--- config.mk ---
export PLATFORM = sky130hd
export DESIGN_NAME = ddr2_command_cke_decoder
export DESIGN_NICKNAME = d
export VERILOG_FILES = /design/src/core/bank_state_mem.v /design/src/core/ddr2_command_cke_decoder.v
export VERILOG_INCLUDE_DIRS = /design/src /design/src/include
export SDC_FILE = /design/constraint.sdc
export NUM_CORES = 1
export LEC_CHECK = 0
export BUFFER_PORTS_ARGS = -buffer_cell sky130_fd_sc_hd__clkbuf_2
export CAP_MARGIN = 25
export CORE_AREA = 2 2 67 133
export DETAILED_ROUTE_END_ITERATION = 8
export DIE_AREA = 0 0 69 135
export HOLD_SLACK_MARGIN = 0.02
export SLEW_MARGIN = 30
export SYNTH_ARGS = -nofsm -noshare
export SYNTH_HDL_FRONTEND = slang
export SYNTH_SLANG_ARGS = --single-unit
--- constraint.sdc ---
create_clock -name clk_sys -period 3.5 [get_ports clk_sys]
set_input_delay 0.525 -clock clk_sys [delete_from_list [all_inputs] [get_ports clk_sys]]
set_output_delay 0.525 -clock clk_sys [all_outputs]
set_load 0.02 [all_outputs]
--- src/include/ddr2_cmd_consts.vh ---
`ifndef DDR2_CMD_CONSTS_VH
`define DDR2_CMD_CONSTS_VH
// command codes {ras_n, cas_n, we_n}
`define CMD_MRS 3'h0
`define CMD_REF 3'h1
`define CMD_PRE 3'h2
`define CMD_ACT 3'h3
`define CMD_WR 3'h4
`define CMD_RD 3'h5
`define CMD_NOP 3'h7
// decoded command ids
`define OP_NONE 4'h0
`define OP_MRS 4'h1
`define OP_REF 4'h2
`define OP_PRE 4'h3
`define OP_PREALL 4'h4
`define OP_ACT 4'h5
`define OP_WR 4'h6
`define OP_WRA 4'h7
`define OP_RD 4'h8
`define OP_RDA 4'h9
`define OP_SREF_IN 4'ha
`define OP_PD_IN 4'hb
`define OP_EXIT 4'hc
`define OP_ILLEGAL 4'hf
// burst length 4 beats, two clocks of double rate data
`define BURST_CLOCKS 4'h2
// ras_n bit position in the command code
`define CMD_RAS_BIT 2
`endif
--- src/core/bank_state_mem.v ---
`timescale 1ns/1ps
`include "ddr2_cmd_consts.vh"
// ------------------------------------------------------------
// per-bank open flags, registered read of the any-open summary
// ------------------------------------------------------------
module bank_state_mem #(
  parameter BANKS = 8,
  parameter BA_W = 3
) (
  input wire clk_sys, // system clock
  input wire rstn, // async reset, active low
  input wire clr_all, // close every bank
  input wire set_en, // open the addressed bank
  input wire clr_en, // close the addressed bank
  input wire [BA_W-1:0] bank, // bank address
  output reg any_open // some bank holds an open row
);
  reg [BANKS-1:0] open_row;
  genvar g;
  // one flag per bank; clear of all wins over a set in the same edge
  generate
    for (g = 0; g < BANKS; g = g + 1) begin : g_bank
      // bank index at address width, so the compare is width-clean
      localparam [BA_W-1:0] IDX = g;
      always @(posedge clk_sys or negedge rstn) begin
        if (!rstn) begin
          open_row[g] <= 1'b0;
        end else if (clr_all || (clr_en && bank == IDX)) begin
          open_row[g] <= 1'b0;
        end else if (set_en && bank == IDX) begin
          open_row[g] <= 1'b1;
        end
      end
    end
  endgenerate
  // registered summary, so the top sees the state before each edge
  always @(posedge clk_sys or negedge rstn) begin
    if (!rstn) begin
      any_open <= 1'b0;
    end else begin
      any_open <= |open_row;
    end
  end
endmodule // bank_state_mem

--- src/core/ddr2_command_cke_decoder.v ---
`timescale 1ns/1ps
`include "ddr2_cmd_consts.vh"
module ddr2_command_cke_decoder #(
  parameter BA_W = 3,
  parameter ADDR_W = 14,
  parameter AP_BIT = 10,
  parameter BANKS = 8
) (
  input wire clk_sys, // device clock, 40 MHz
  input wire rstn, // async reset, active low
  input wire cke, // clock enable pin
  input wire cs_n, // chip select, low active
  input wire ras_n, // row strobe, low active
  input wire cas_n, // column strobe, low active
  input wire we_n, // write enable, low active
  input wire [BA_W-1:0] ba, // bank address
  input wire [ADDR_W-1:0] addr, // address / op code
  input wire odt, // termination request
  input wire dm, // write data mask
  input wire init_done, // initialization sequence finished
  output reg [3:0] cmd_op, // decoded command id
  output reg cmd_valid, // one-cycle pulse per command
  output reg [BA_W-1:0] cmd_bank, // bank or mode register select
  output reg [ADDR_W-1:0] cmd_addr, // row, column or op code
  output reg cmd_auto_pre, // read/write with autoprecharge
  output reg cmd_all_banks, // precharge of every bank
  output reg wr_beat_en, // current data beat is written
  output reg burst_busy, // read or write burst running
  output reg active_pd, // active power-down state
  output reg precharge_pd, // precharge power-down state
  output reg self_refresh, // self refresh state
  output reg odt_en, // termination effective
  output reg ready, // normal operation allowed
  output reg contents_lost, // array contents not guaranteed
  output reg illegal_seen // unspecified operation seen
);
  // ------------------------------------------------------------
  // states
  // ------------------------------------------------------------
  localparam ST_UNINIT = 5'h01;
  localparam ST_RUN = 5'h02;
  localparam ST_APD = 5'h04;
  localparam ST_PPD = 5'h08;
  localparam ST_SREF = 5'h10;

  // cke comes from a pin: three stages, change taken when 2 and 3 agree
  reg cke_s1, cke_s2, cke_s3, cke_q;
  reg [4:0] state, next_state;
  reg [3:0] burst_cnt;
  reg [3:0] op;
  wire any_open;
  wire [2:0] rcw = {ras_n, cas_n, we_n};
  wire cke_prev = cke_q;
  wire cke_now = (cke_s2 == cke_s3) ? cke_s3 : cke_q;

  // decode of a command from strobe levels, used in ST_UNINIT and ST_RUN while enable stays high
  function [3:0] decode_cmd;
    input csn;
    input [2:0] c;
    input ap;
    begin
      if (csn) begin
        decode_cmd = `OP_NONE;
      end else begin
        case (c)
          `CMD_MRS: decode_cmd = `OP_MRS;
          `CMD_REF: decode_cmd = `OP_REF;
          `CMD_PRE: decode_cmd = ap ? `OP_PREALL : `OP_PRE;
          `CMD_ACT: decode_cmd = `OP_ACT;
          `CMD_WR: decode_cmd = ap ? `OP_WRA : `OP_WR;
          `CMD_RD: decode_cmd = ap ? `OP_RDA : `OP_RD;
          `CMD_NOP: decode_cmd = `OP_NONE;
          default: decode_cmd = `OP_ILLEGAL;
        endcase
      end
    end
  endfunction

  function is_nop;
    input csn;
    input [2:0] c;
    begin
      is_nop = csn || (c == `CMD_NOP);
    end
  endfunction

  // ------------------------------------------------------------
  // input synchroniser
  // ------------------------------------------------------------
  always @(posedge clk_sys or negedge rstn) begin
    if (!rstn) begin
      cke_s1 <= 1'b0;
      cke_s2 <= 1'b0;
      cke_s3 <= 1'b0;
      cke_q <= 1'b0;
    end else begin
      cke_s1 <= cke;
      cke_s2 <= cke_s1;
      cke_s3 <= cke_s2;
      cke_q <= cke_now;
    end
  end

  // ------------------------------------------------------------
  // command and enable transition decode
  // ------------------------------------------------------------
  // odt is not an input here on purpose, it never alters decoding
  always @* begin
    op = `OP_NONE;
    next_state = state;
    case (state)
      ST_UNINIT: begin
        // after reset or a drop, only init completion re-enables use
        if (init_done && cke_now) next_state = ST_RUN;
        if (cke_prev && cke_now) op = decode_cmd(cs_n, rcw, addr[AP_BIT]);
      end
      ST_RUN: begin
        if (cke_prev && cke_now) begin
          op = decode_cmd(cs_n, rcw, addr[AP_BIT]);
          // nop never cuts a running burst; new bursts while busy are decoded as illegal
          if (burst_busy && (op == `OP_RD || op == `OP_RDA ||
              op == `OP_WR || op == `OP_WRA)) op = `OP_ILLEGAL;
        end else if (cke_prev && !cke_now) begin
          if (!cs_n && rcw == `CMD_REF && !any_open && !burst_busy) begin
            op = `OP_SREF_IN;
            next_state = ST_SREF;
          end else if (is_nop(cs_n, rcw) && !burst_busy) begin
            op = `OP_PD_IN;
            next_state = any_open ? ST_APD : ST_PPD;
          end else begin
            op = `OP_ILLEGAL;
            next_state = ST_UNINIT;
          end
        end
      end
      ST_APD, ST_PPD, ST_SREF: begin
        // low enable maintains the state; rising with nop exits
        if (cke_now) begin
          if (is_nop(cs_n, rcw)) begin
            op = `OP_EXIT;
            next_state = ST_RUN;
          end else begin
            op = `OP_ILLEGAL;
            next_state = ST_UNINIT;
          end
        end
      end
      default: next_state = ST_UNINIT;
    endcase
    // a drop of enable mid-burst forces the next state to ST_UNINIT on the clock edge
    if (cke_prev && !cke_now && burst_busy) begin
      next_state = ST_UNINIT;
    end
  end

  bank_state_mem #(.BANKS(BANKS), .BA_W(BA_W)) u_banks (
    .clk_sys(clk_sys),
    .rstn(rstn),
    .clr_all(op == `OP_PREALL || next_state == ST_UNINIT),
    .set_en(op == `OP_ACT),
    .clr_en(op == `OP_PRE || op == `OP_RDA || op == `OP_WRA),
    .bank(ba),
    .any_open(any_open)
  );

  // ------------------------------------------------------------
  // state, burst counter and outputs
  // ------------------------------------------------------------
  always @(posedge clk_sys or negedge rstn) begin
    if (!rstn) begin
      state <= ST_UNINIT;
      burst_cnt <= 4'h0;
      cmd_op <= `OP_NONE;
      cmd_valid <= 1'b0;
      cmd_bank <= {BA_W{1'b0}};
      cmd_addr <= {ADDR_W{1'b0}};
      cmd_auto_pre <= 1'b0;
      cmd_all_banks <= 1'b0;
      wr_beat_en <= 1'b0;
      burst_busy <= 1'b0;
      active_pd <= 1'b0;
      precharge_pd <= 1'b0;
      self_refresh <= 1'b0;
      odt_en <= 1'b0;
      ready <= 1'b0;
      contents_lost <= 1'b0;
      illegal_seen <= 1'b0;
    end else begin
      state <= next_state;
      cmd_op <= op;
      cmd_valid <= (op != `OP_NONE);
      cmd_bank <= ba;
      cmd_addr <= addr;
      cmd_auto_pre <= (op == `OP_RDA || op == `OP_WRA);
      cmd_all_banks <= (op == `OP_PREALL);
      // bursts of four beats run their two clocks to the end
      if (op == `OP_RD || op == `OP_RDA || op == `OP_WR || op == `OP_WRA) begin
        burst_cnt <= `BURST_CLOCKS;
      end else if (burst_cnt != 4'h0) begin
        burst_cnt <= burst_cnt - 4'h1;
      end
      burst_busy <= (op == `OP_RD || op == `OP_RDA || op == `OP_WR || op == `OP_WRA) ||
                    (burst_cnt > 4'h1);
      // mask sampled with its beat: low writes, high skips
      wr_beat_en <= burst_busy && !dm;
      active_pd <= (next_state == ST_APD);
      precharge_pd <= (next_state == ST_PPD);
      self_refresh <= (next_state == ST_SREF);
      odt_en <= odt && (next_state != ST_SREF) && (next_state != ST_UNINIT);
      ready <= (next_state == ST_RUN);
      // sticky until init completes; loss flag set wins over init clear
      if (cke_prev && !cke_now && burst_busy) begin
        contents_lost <= 1'b1;
      end else if (state == ST_UNINIT && next_state == ST_RUN) begin
        contents_lost <= 1'b0;
      end
      if (op == `OP_ILLEGAL) begin
        illegal_seen <= 1'b1;
      end else if (state == ST_UNINIT && next_state == ST_RUN) begin
        illegal_seen <= 1'b0;
      end
    end
  end
endmodule // ddr2_command_cke_decoder

==> out/results.txt, run 1 <==
Lkg Pwr - 1.42 nW
Final HPWL DP - 4530 um
Iteration-0 DRC Markers - 114
Detail Route Antenna Nets - 0
FF+latch area - 1380 um2
Core Region - 8230 um2
Setup TNS - 0 ns
Post-CTS Resized - 0
Post-synth EDFFs - 0
Vias per cell - 5.11
IO Count - 60
Vias in the first global route - 1,917
Worst setup path class - reg -> reg
Maximum VDD drop - 0.326 mV
Asr flop ratio synth - 100%
Hold Crit Class - in -> async
Final RePlAce weighted congestion - 0.888
CP Launch Type - flip-flop
Worst clock skew - 0.00524 ns
Fillers - 830
Most frequent cells in the layout - clkbuf_2, dfrtp_1, nor2_1
Share of layout cells above drive strength 1 - 27.8%
H-Tree Depth - 2
Crit Path Max Fanout - 7
Initial antenna violation count - 0
Final #Nets - 302
Placed cell areas - 2760 um2
Clock latency on the worst-skew pair - 0.29 ns
GRT Resource Usage Total - 13.7%
Post-CTS Hold Fix Bufs - 0
Inserted Diodes - 0
Syn_nets - 241
Status - complete, no violations
Power, Total - 1.76 mW
Post-Syn Area - 2360 um2
DRC Markers - 0
Maximum capacitance violations - 0
Total CTS buffers - 5
Achievable Freq - 0.343 GHz
Root buf cell - clkbuf_16
DIE AREA - 9320 um2
Max Root-Sink Buffers - 2
Fin. max-slew vios - 0
CP Capture Type - flip-flop
Top FF cell, synth - dfrtp_1
Number of post-CTS setup repair buffers - 0
Post-DR wirelength/cell - 16.1 um
Clk sinks - 55
DRT Pass-1 Iters - 6
Row cnt - 47
Multi-input logic area - 921 um2
Min Tclk post-route - 2.91 ns
IO Port Bufs - 59
Rel. slew slack - 43.5%
Period utilisation layout - 83.3%
Initial Util - 28.6%
Routed WL - 5990 um
Hold Slack - 0.249 ns
Post-Syn Instances - 211
Width of the die - 69 um
Synth Warn # - 0
Hold Vio Cnt, Final - 0
Fin area - 2920 um2
Power Density - 604 nW/um2
Synth cell types - 54
Final setup viols - 0
Worst reg2reg path depth - 6
Slew @ Worst Pin - 0.840 ns
Sequential share of the synthesized area - 58.4%
Grt total ovfl - 0
#FFs+latches synth - 55
RSZ-0062 raised after global routing - false
Die height - 135 um
Area Growth Syn to Fin - 23.8%
First-pass GRT wire length - 9890 um
Worst Path Required - 3.65 ns
Fin util - 35.5%
CTS tree - done
Largest net degree at the start of global routing - 44
Clock slew at reported path FFs - 0.06 ns
WP data arrival - 3.06 ns
Vias - 1,896
Commonest non-fill, non-tap cell in the layout - clkbuf_2
Mean Syn Cell Area - 11.2 um2
report_power, final:
| part | leakage (nW) | switching [mW] | internal, mW |
|---|---|---|---|
| clock network | 0.0781 | 0.211 | 0.338 |
| logic | 0.649 | 0.286 | 0.155 |
| registers | 0.697 | 0.0570 | 0.715 |
final cells by class:
type	instances	area share, %
tap	98	4.20
inverter	8	1.03
sequential	55	47.2
clock buffer	7	4.54
timing repair buffer	60	10.5
multi-input combinational	142	31.5
clock inverter	1	1.03
cells in the mapped netlist, types with 2 or more instances:
cell / n / area [um2]
a21oi_1: 13 / 65.1
o21ai_0: 7 / 35.0
inv_1: 8 / 30.0
nand2b_1: 9 / 56.3
dfrtp_1: 54 / 1350
buf_2: 3 / 15.0
nor4_1: 4 / 25.0
a211o_1: 2 / 17.5
nor3b_1: 2 / 15.0
clkbuf_1: 2 / 7.51
a31oi_1: 8 / 50.1
nor3_1: 5 / 25.0
nand3_1: 6 / 30.0
nand2_1: 15 / 56.3
nor2_1: 20 / 75.1
o211a_1: 2 / 20.0
nor2b_1: 5 / 31.3
ha_1: 3 / 37.5
a211oi_1: 4 / 30.0
or3_1: 2 / 12.5
a41o_1: 2 / 20.0
o211ai_1: 3 / 22.5
state kept, by name, indices dropped and copies added, names as in the netlist:
register / count
active_pd: 1
burst_busy: 1
burst_cnt: 4
cke_prev: 1
cke_s1: 1
cke_s2: 1
cke_s3: 1
cmd_addr: 14
cmd_all_banks: 1
cmd_auto_pre: 1
cmd_bank: 3
cmd_op: 4
cmd_valid: 1
contents_lost: 1
illegal_seen: 1
odt_en: 1
precharge_pd: 1
ready: 1
self_refresh: 1
state: 5
u_banks.any_open: 1
u_banks.open_row: 8
wr_beat_en: 1
stage by stage:
stage,std cells,setup WS [ns]
2_1_floorplan,211,0.833
3_3_place_gp,363,0.694
3_5_place_dp,363,0.641
4_1_cts,371,0.614
5_1_grt,371,0.422
6_report,371,0.586
worst paths after layout:
check                           slack, ns  startpoint             endpoint
worst min-delay path                 0.25        rstn               cke_s3
worst min register to register       0.35      cke_s1               cke_s2
worst max-delay path                 0.59    state[3]  u_banks.open_row[6]
max in group asynchronous            2.65        rstn         cmd_addr[11]
min in group clk_sys                 0.33     addr[0]          cmd_addr[0]
worst max register to register       0.59    state[3]  u_banks.open_row[6]
per-layer routing:
layer / vias to the layer above / track usage (%) / routed length [um]
li1: 892 / - / -
met1: 936 / 13.0 / 2090
met2: 55 / 26.3 / 3470
met3: 13 / 2.46 / 208
met4: 0 / 8.28 / 223
met5: - / 0 / 0
cells by family after synthesis:
kind of cell,share of synthesized area (%)
compound gates,17.0
xor+xnor,0.743
fa+ha+maj,1.59
buf+inv,2.55
flops,58.4
mux,0.424
simple gates,19.3
critical path, stage by stage (launching register included):
cell and delay (ns):
dfrtp_1 0.44, or4b_1 0.56, or3_4 0.38, o311ai_4 0.48, inv_1 0.17, a211oi_1 0.56
a311oi_1 0.18
No activity file was read; power rests on OpenSTA's default activity.
==> run 2, diff against run 1 <==
--- a/config.mk
+++ b/config.mk
@@ -6,11 +6,12 @@
 export SDC_FILE = /design/constraint.sdc
 export NUM_CORES = 1
 export LEC_CHECK = 0
+export ABC_AREA = 1
 export BUFFER_PORTS_ARGS = -buffer_cell sky130_fd_sc_hd__clkbuf_2
 export CAP_MARGIN = 25
-export CORE_AREA = 2 2 67 133
+export CORE_AREA = 2 2 72 143
 export DETAILED_ROUTE_END_ITERATION = 8
-export DIE_AREA = 0 0 69 135
+export DIE_AREA = 0 0 74 145
 export HOLD_SLACK_MARGIN = 0.02
 export SLEW_MARGIN = 30
 export SYNTH_ARGS = -nofsm -noshare
==> constraint.sdc (replaced) <==
create_clock -name clk_sys -period 2.35 [get_ports clk_sys]
set_input_delay 0.3525 -clock clk_sys [delete_from_list [all_inputs] [get_ports clk_sys]]
set_output_delay 0.3525 -clock clk_sys [all_outputs]
set_load 0.02 [all_outputs]
==> out/results.txt, run 2 <==
Status - complete, no violations
Root buf cell - clkbuf_16
Reg2reg end - u_banks.open_row[6]
Top cells by area, synth - dfrtp_1, nand2_1, nand3_1, nand2_2, inv_1
Die height - 145 um
Routed WL - 6610 um
Vias per cell - 4.49
Total CTS buffers - 5
Post-CTS Hold Fix Bufs - 0
CP Capture Type - flip-flop
Post-Syn Instances - 292
Hold path cells - 1
Synth Area in Simple Gates - 34.9%
Power Density - 819 nW/um2
FF+latch area - 1380 um2
Period utilisation layout - 85.3%
Maximum capacitance violations - 0
IO Count - 60
Gate power share - 31.8%
DRT Pass-1 Iters - 7
Post-synth EDFFs - 0
Non-filler cells, final - 491
RSZ-0062 raised after global routing - false
Yosys top cell area share - 49.0%
IO Port Bufs - 59
Fillers - 994
Synth Area in Compound Gates - 6.95%
Biggest register - cmd_addr
Initial antenna violation count - 0
Detail Route Antenna Nets - 0
Vias - 2,203
Clock latency on the worst-skew pair - 0.29 ns
#FFs+latches synth - 55
First-pass GRT wire length - 11,200 um
Hold Crit Class - in -> reg
Min-Delay Endpoint - cmd_addr[3]
Clk pwr share - 26.7%
Inserted Diodes - 0
Initial Util - 28.6%
Mux contribution to synthesized area - 0%
Reg2reg setup slack - 0.35 ns
Width of the die - 74 um
Final #Nets - 388
Post-DR wirelength/cell - 13.5 um
Hold path start - addr[3]
Largest net degree at the start of global routing - 56
Sequential share of the synthesized area - 50.0%
Rel. slew slack - 53.6%
Fin area - 3360 um2
DRC Markers - 0
Max Root-Sink Buffers - 2
WP data arrival - 2.18 ns
Commonest cells in the netlist - nand2_1, dfrtp_1, inv_1
Fin util - 34.9%
CP Launch Type - flip-flop
Final RePlAce weighted congestion - 0.824
Cell-internal power - 1.75 mW
Share of layout cells above drive strength 1 - 38.4%
CTS tree - done
Adder-Cell Fraction of Synth Area - 1.36%
Final HPWL DP - 5250 um
Biggest regs - cmd_addr (14), u_banks.open_row (8), state (5)
Row cnt - 51
Clk sinks - 55
Clock slew at reported path FFs - 0.07 ns
Top FF cell, synth - dfrtp_1
Final setup viols - 0
Worst Path Required - 2.52 ns
Post-Place Cells - 483
Main combinational cell family by area after synthesis - simple AND/OR/NAND/NOR gates
Multi-input logic area - 1210 um2
Most frequent cells in the layout - clkbuf_2, nand2_1, dfrtp_1
Mean Syn Cell Area - 9.44 um2
Syn_nets - 322
Hold Slack - 0.161 ns
Grt total ovfl - 0
Vias in the first global route - 2,395
Iteration-0 DRC Markers - 109
Post-Syn Area - 2760 um2
Worst setup path class - reg -> reg
Core Region - 9640 um2
Asr flop ratio synth - 100%
Reg2reg start - cke_prev
Area Growth Syn to Fin - 21.8%
Crit Path Max Fanout - 8
Seq pwr share - 41.5%
Lkg Pwr - 1.72 nW
Achievable Freq - 0.499 GHz
Count leader, synth - nand2_1
GRT Resource Usage Total - 13.7%
Synth Warn # - 0
Largest register FFs - 14
Commonest non-fill, non-tap cell in the layout - clkbuf_2
Synth cell types - 38
Worst reg2reg path depth - 10
Yosys top cell by area - dfrtp_1
Min Tclk post-route - 2.00 ns
Worst clock skew - 0.00515 ns
Setup TNS - 0 ns
Maximum VDD drop - 0.356 mV
DIE AREA - 10,700 um2
Hold Vio Cnt, Final - 0
Psw - 997 uW
H-Tree Depth - 2
Number of post-CTS setup repair buffers - 0
Synthesized-area fraction occupied by xor and xnor cells - 0.635%
Placed cell areas - 3220 um2
Slew @ Worst Pin - 0.696 ns
Switch share - 36.3%
Fin. max-slew vios - 0
Post-CTS Resized - 0
run 2: per-stage QoR:
stage	power, mW	setup slack, ns
floorplan	1.79	0.600
global placement	2.02	0.426
detailed placement	2.04	0.386
CTS	2.79	0.360
global route	2.94	0.173
finish	2.75	0.346
run 2: power by group through the flow:
| stage | combinational [mW] | sequential [mW] | clock [mW] |
|---|---|---|---|
| 3_3_place_gp | 0.865 | 1.16 | 0 |
| 3_5_place_dp | 0.883 | 1.16 | 0 |
| 2_1_floorplan | 0.568 | 1.22 | 0 |
| 5_1_grt | 0.980 | 1.16 | 0.801 |
| 4_1_cts | 0.886 | 1.14 | 0.763 |
| 6_report | 0.875 | 1.14 | 0.734 |
run 2: worst max-delay path, stage by stage (launching register included):
cell and delay, ns:
dfrtp_1 0.41, inv_2 0.12, nand2_1 0.07, nand2_2 0.13, inv_2 0.08, nand3_2 0.11, nand2_1 0.08, a21oi_1 0.36
nand4_1 0.24, nand3_4 0.19, a21oi_1 0.08
run 2: worst max-delay path by stage:
stage / startpoint / endpoint / cells after the start
5_1_grt: cke_prev / u_banks.open_row[2] / 10
3_5_place_dp: cke_prev / u_banks.open_row[6] / 10
4_1_cts: cke_prev / u_banks.open_row[6] / 10
2_1_floorplan: state[0] / u_banks.open_row[0] / 11
6_report: cke_prev / u_banks.open_row[6] / 10
3_3_place_gp: state[0] / burst_busy / 12
run 2: logic make-up (layout without fill, tap and decap cells):
group / Yosys count / after routing
AO/OA/AOI/OAI: 27 / 27
XOR/XNOR: 2 / 2
adder cells (fa/ha/maj): 3 / 3
buffers and inverters: 44 / 111
flip-flops: 55 / 55
AND/OR/NAND/NOR: 161 / 161
run 2: metal layers:
metal / up-vias / part of all wire, % / track usage (%)
li1: 1078 / - / -
met1: 1053 / 32 / 12.5
met5: - / 0 / 0
met3: 22 / 3.1 / 2.29
met2: 50 / 60 / 25.4
met4: 0 / 5.5 / 9.27
run 2: layout make-up:
type                    instances  area share [%]
inverters                      43            4.88
repair buffers                 60            9.02
multi-input cells             193            36.0
well taps                     132            4.92
flip-flops and latches         55            41.0
clock buffers                   6            3.84
clock inverters                 2           0.373
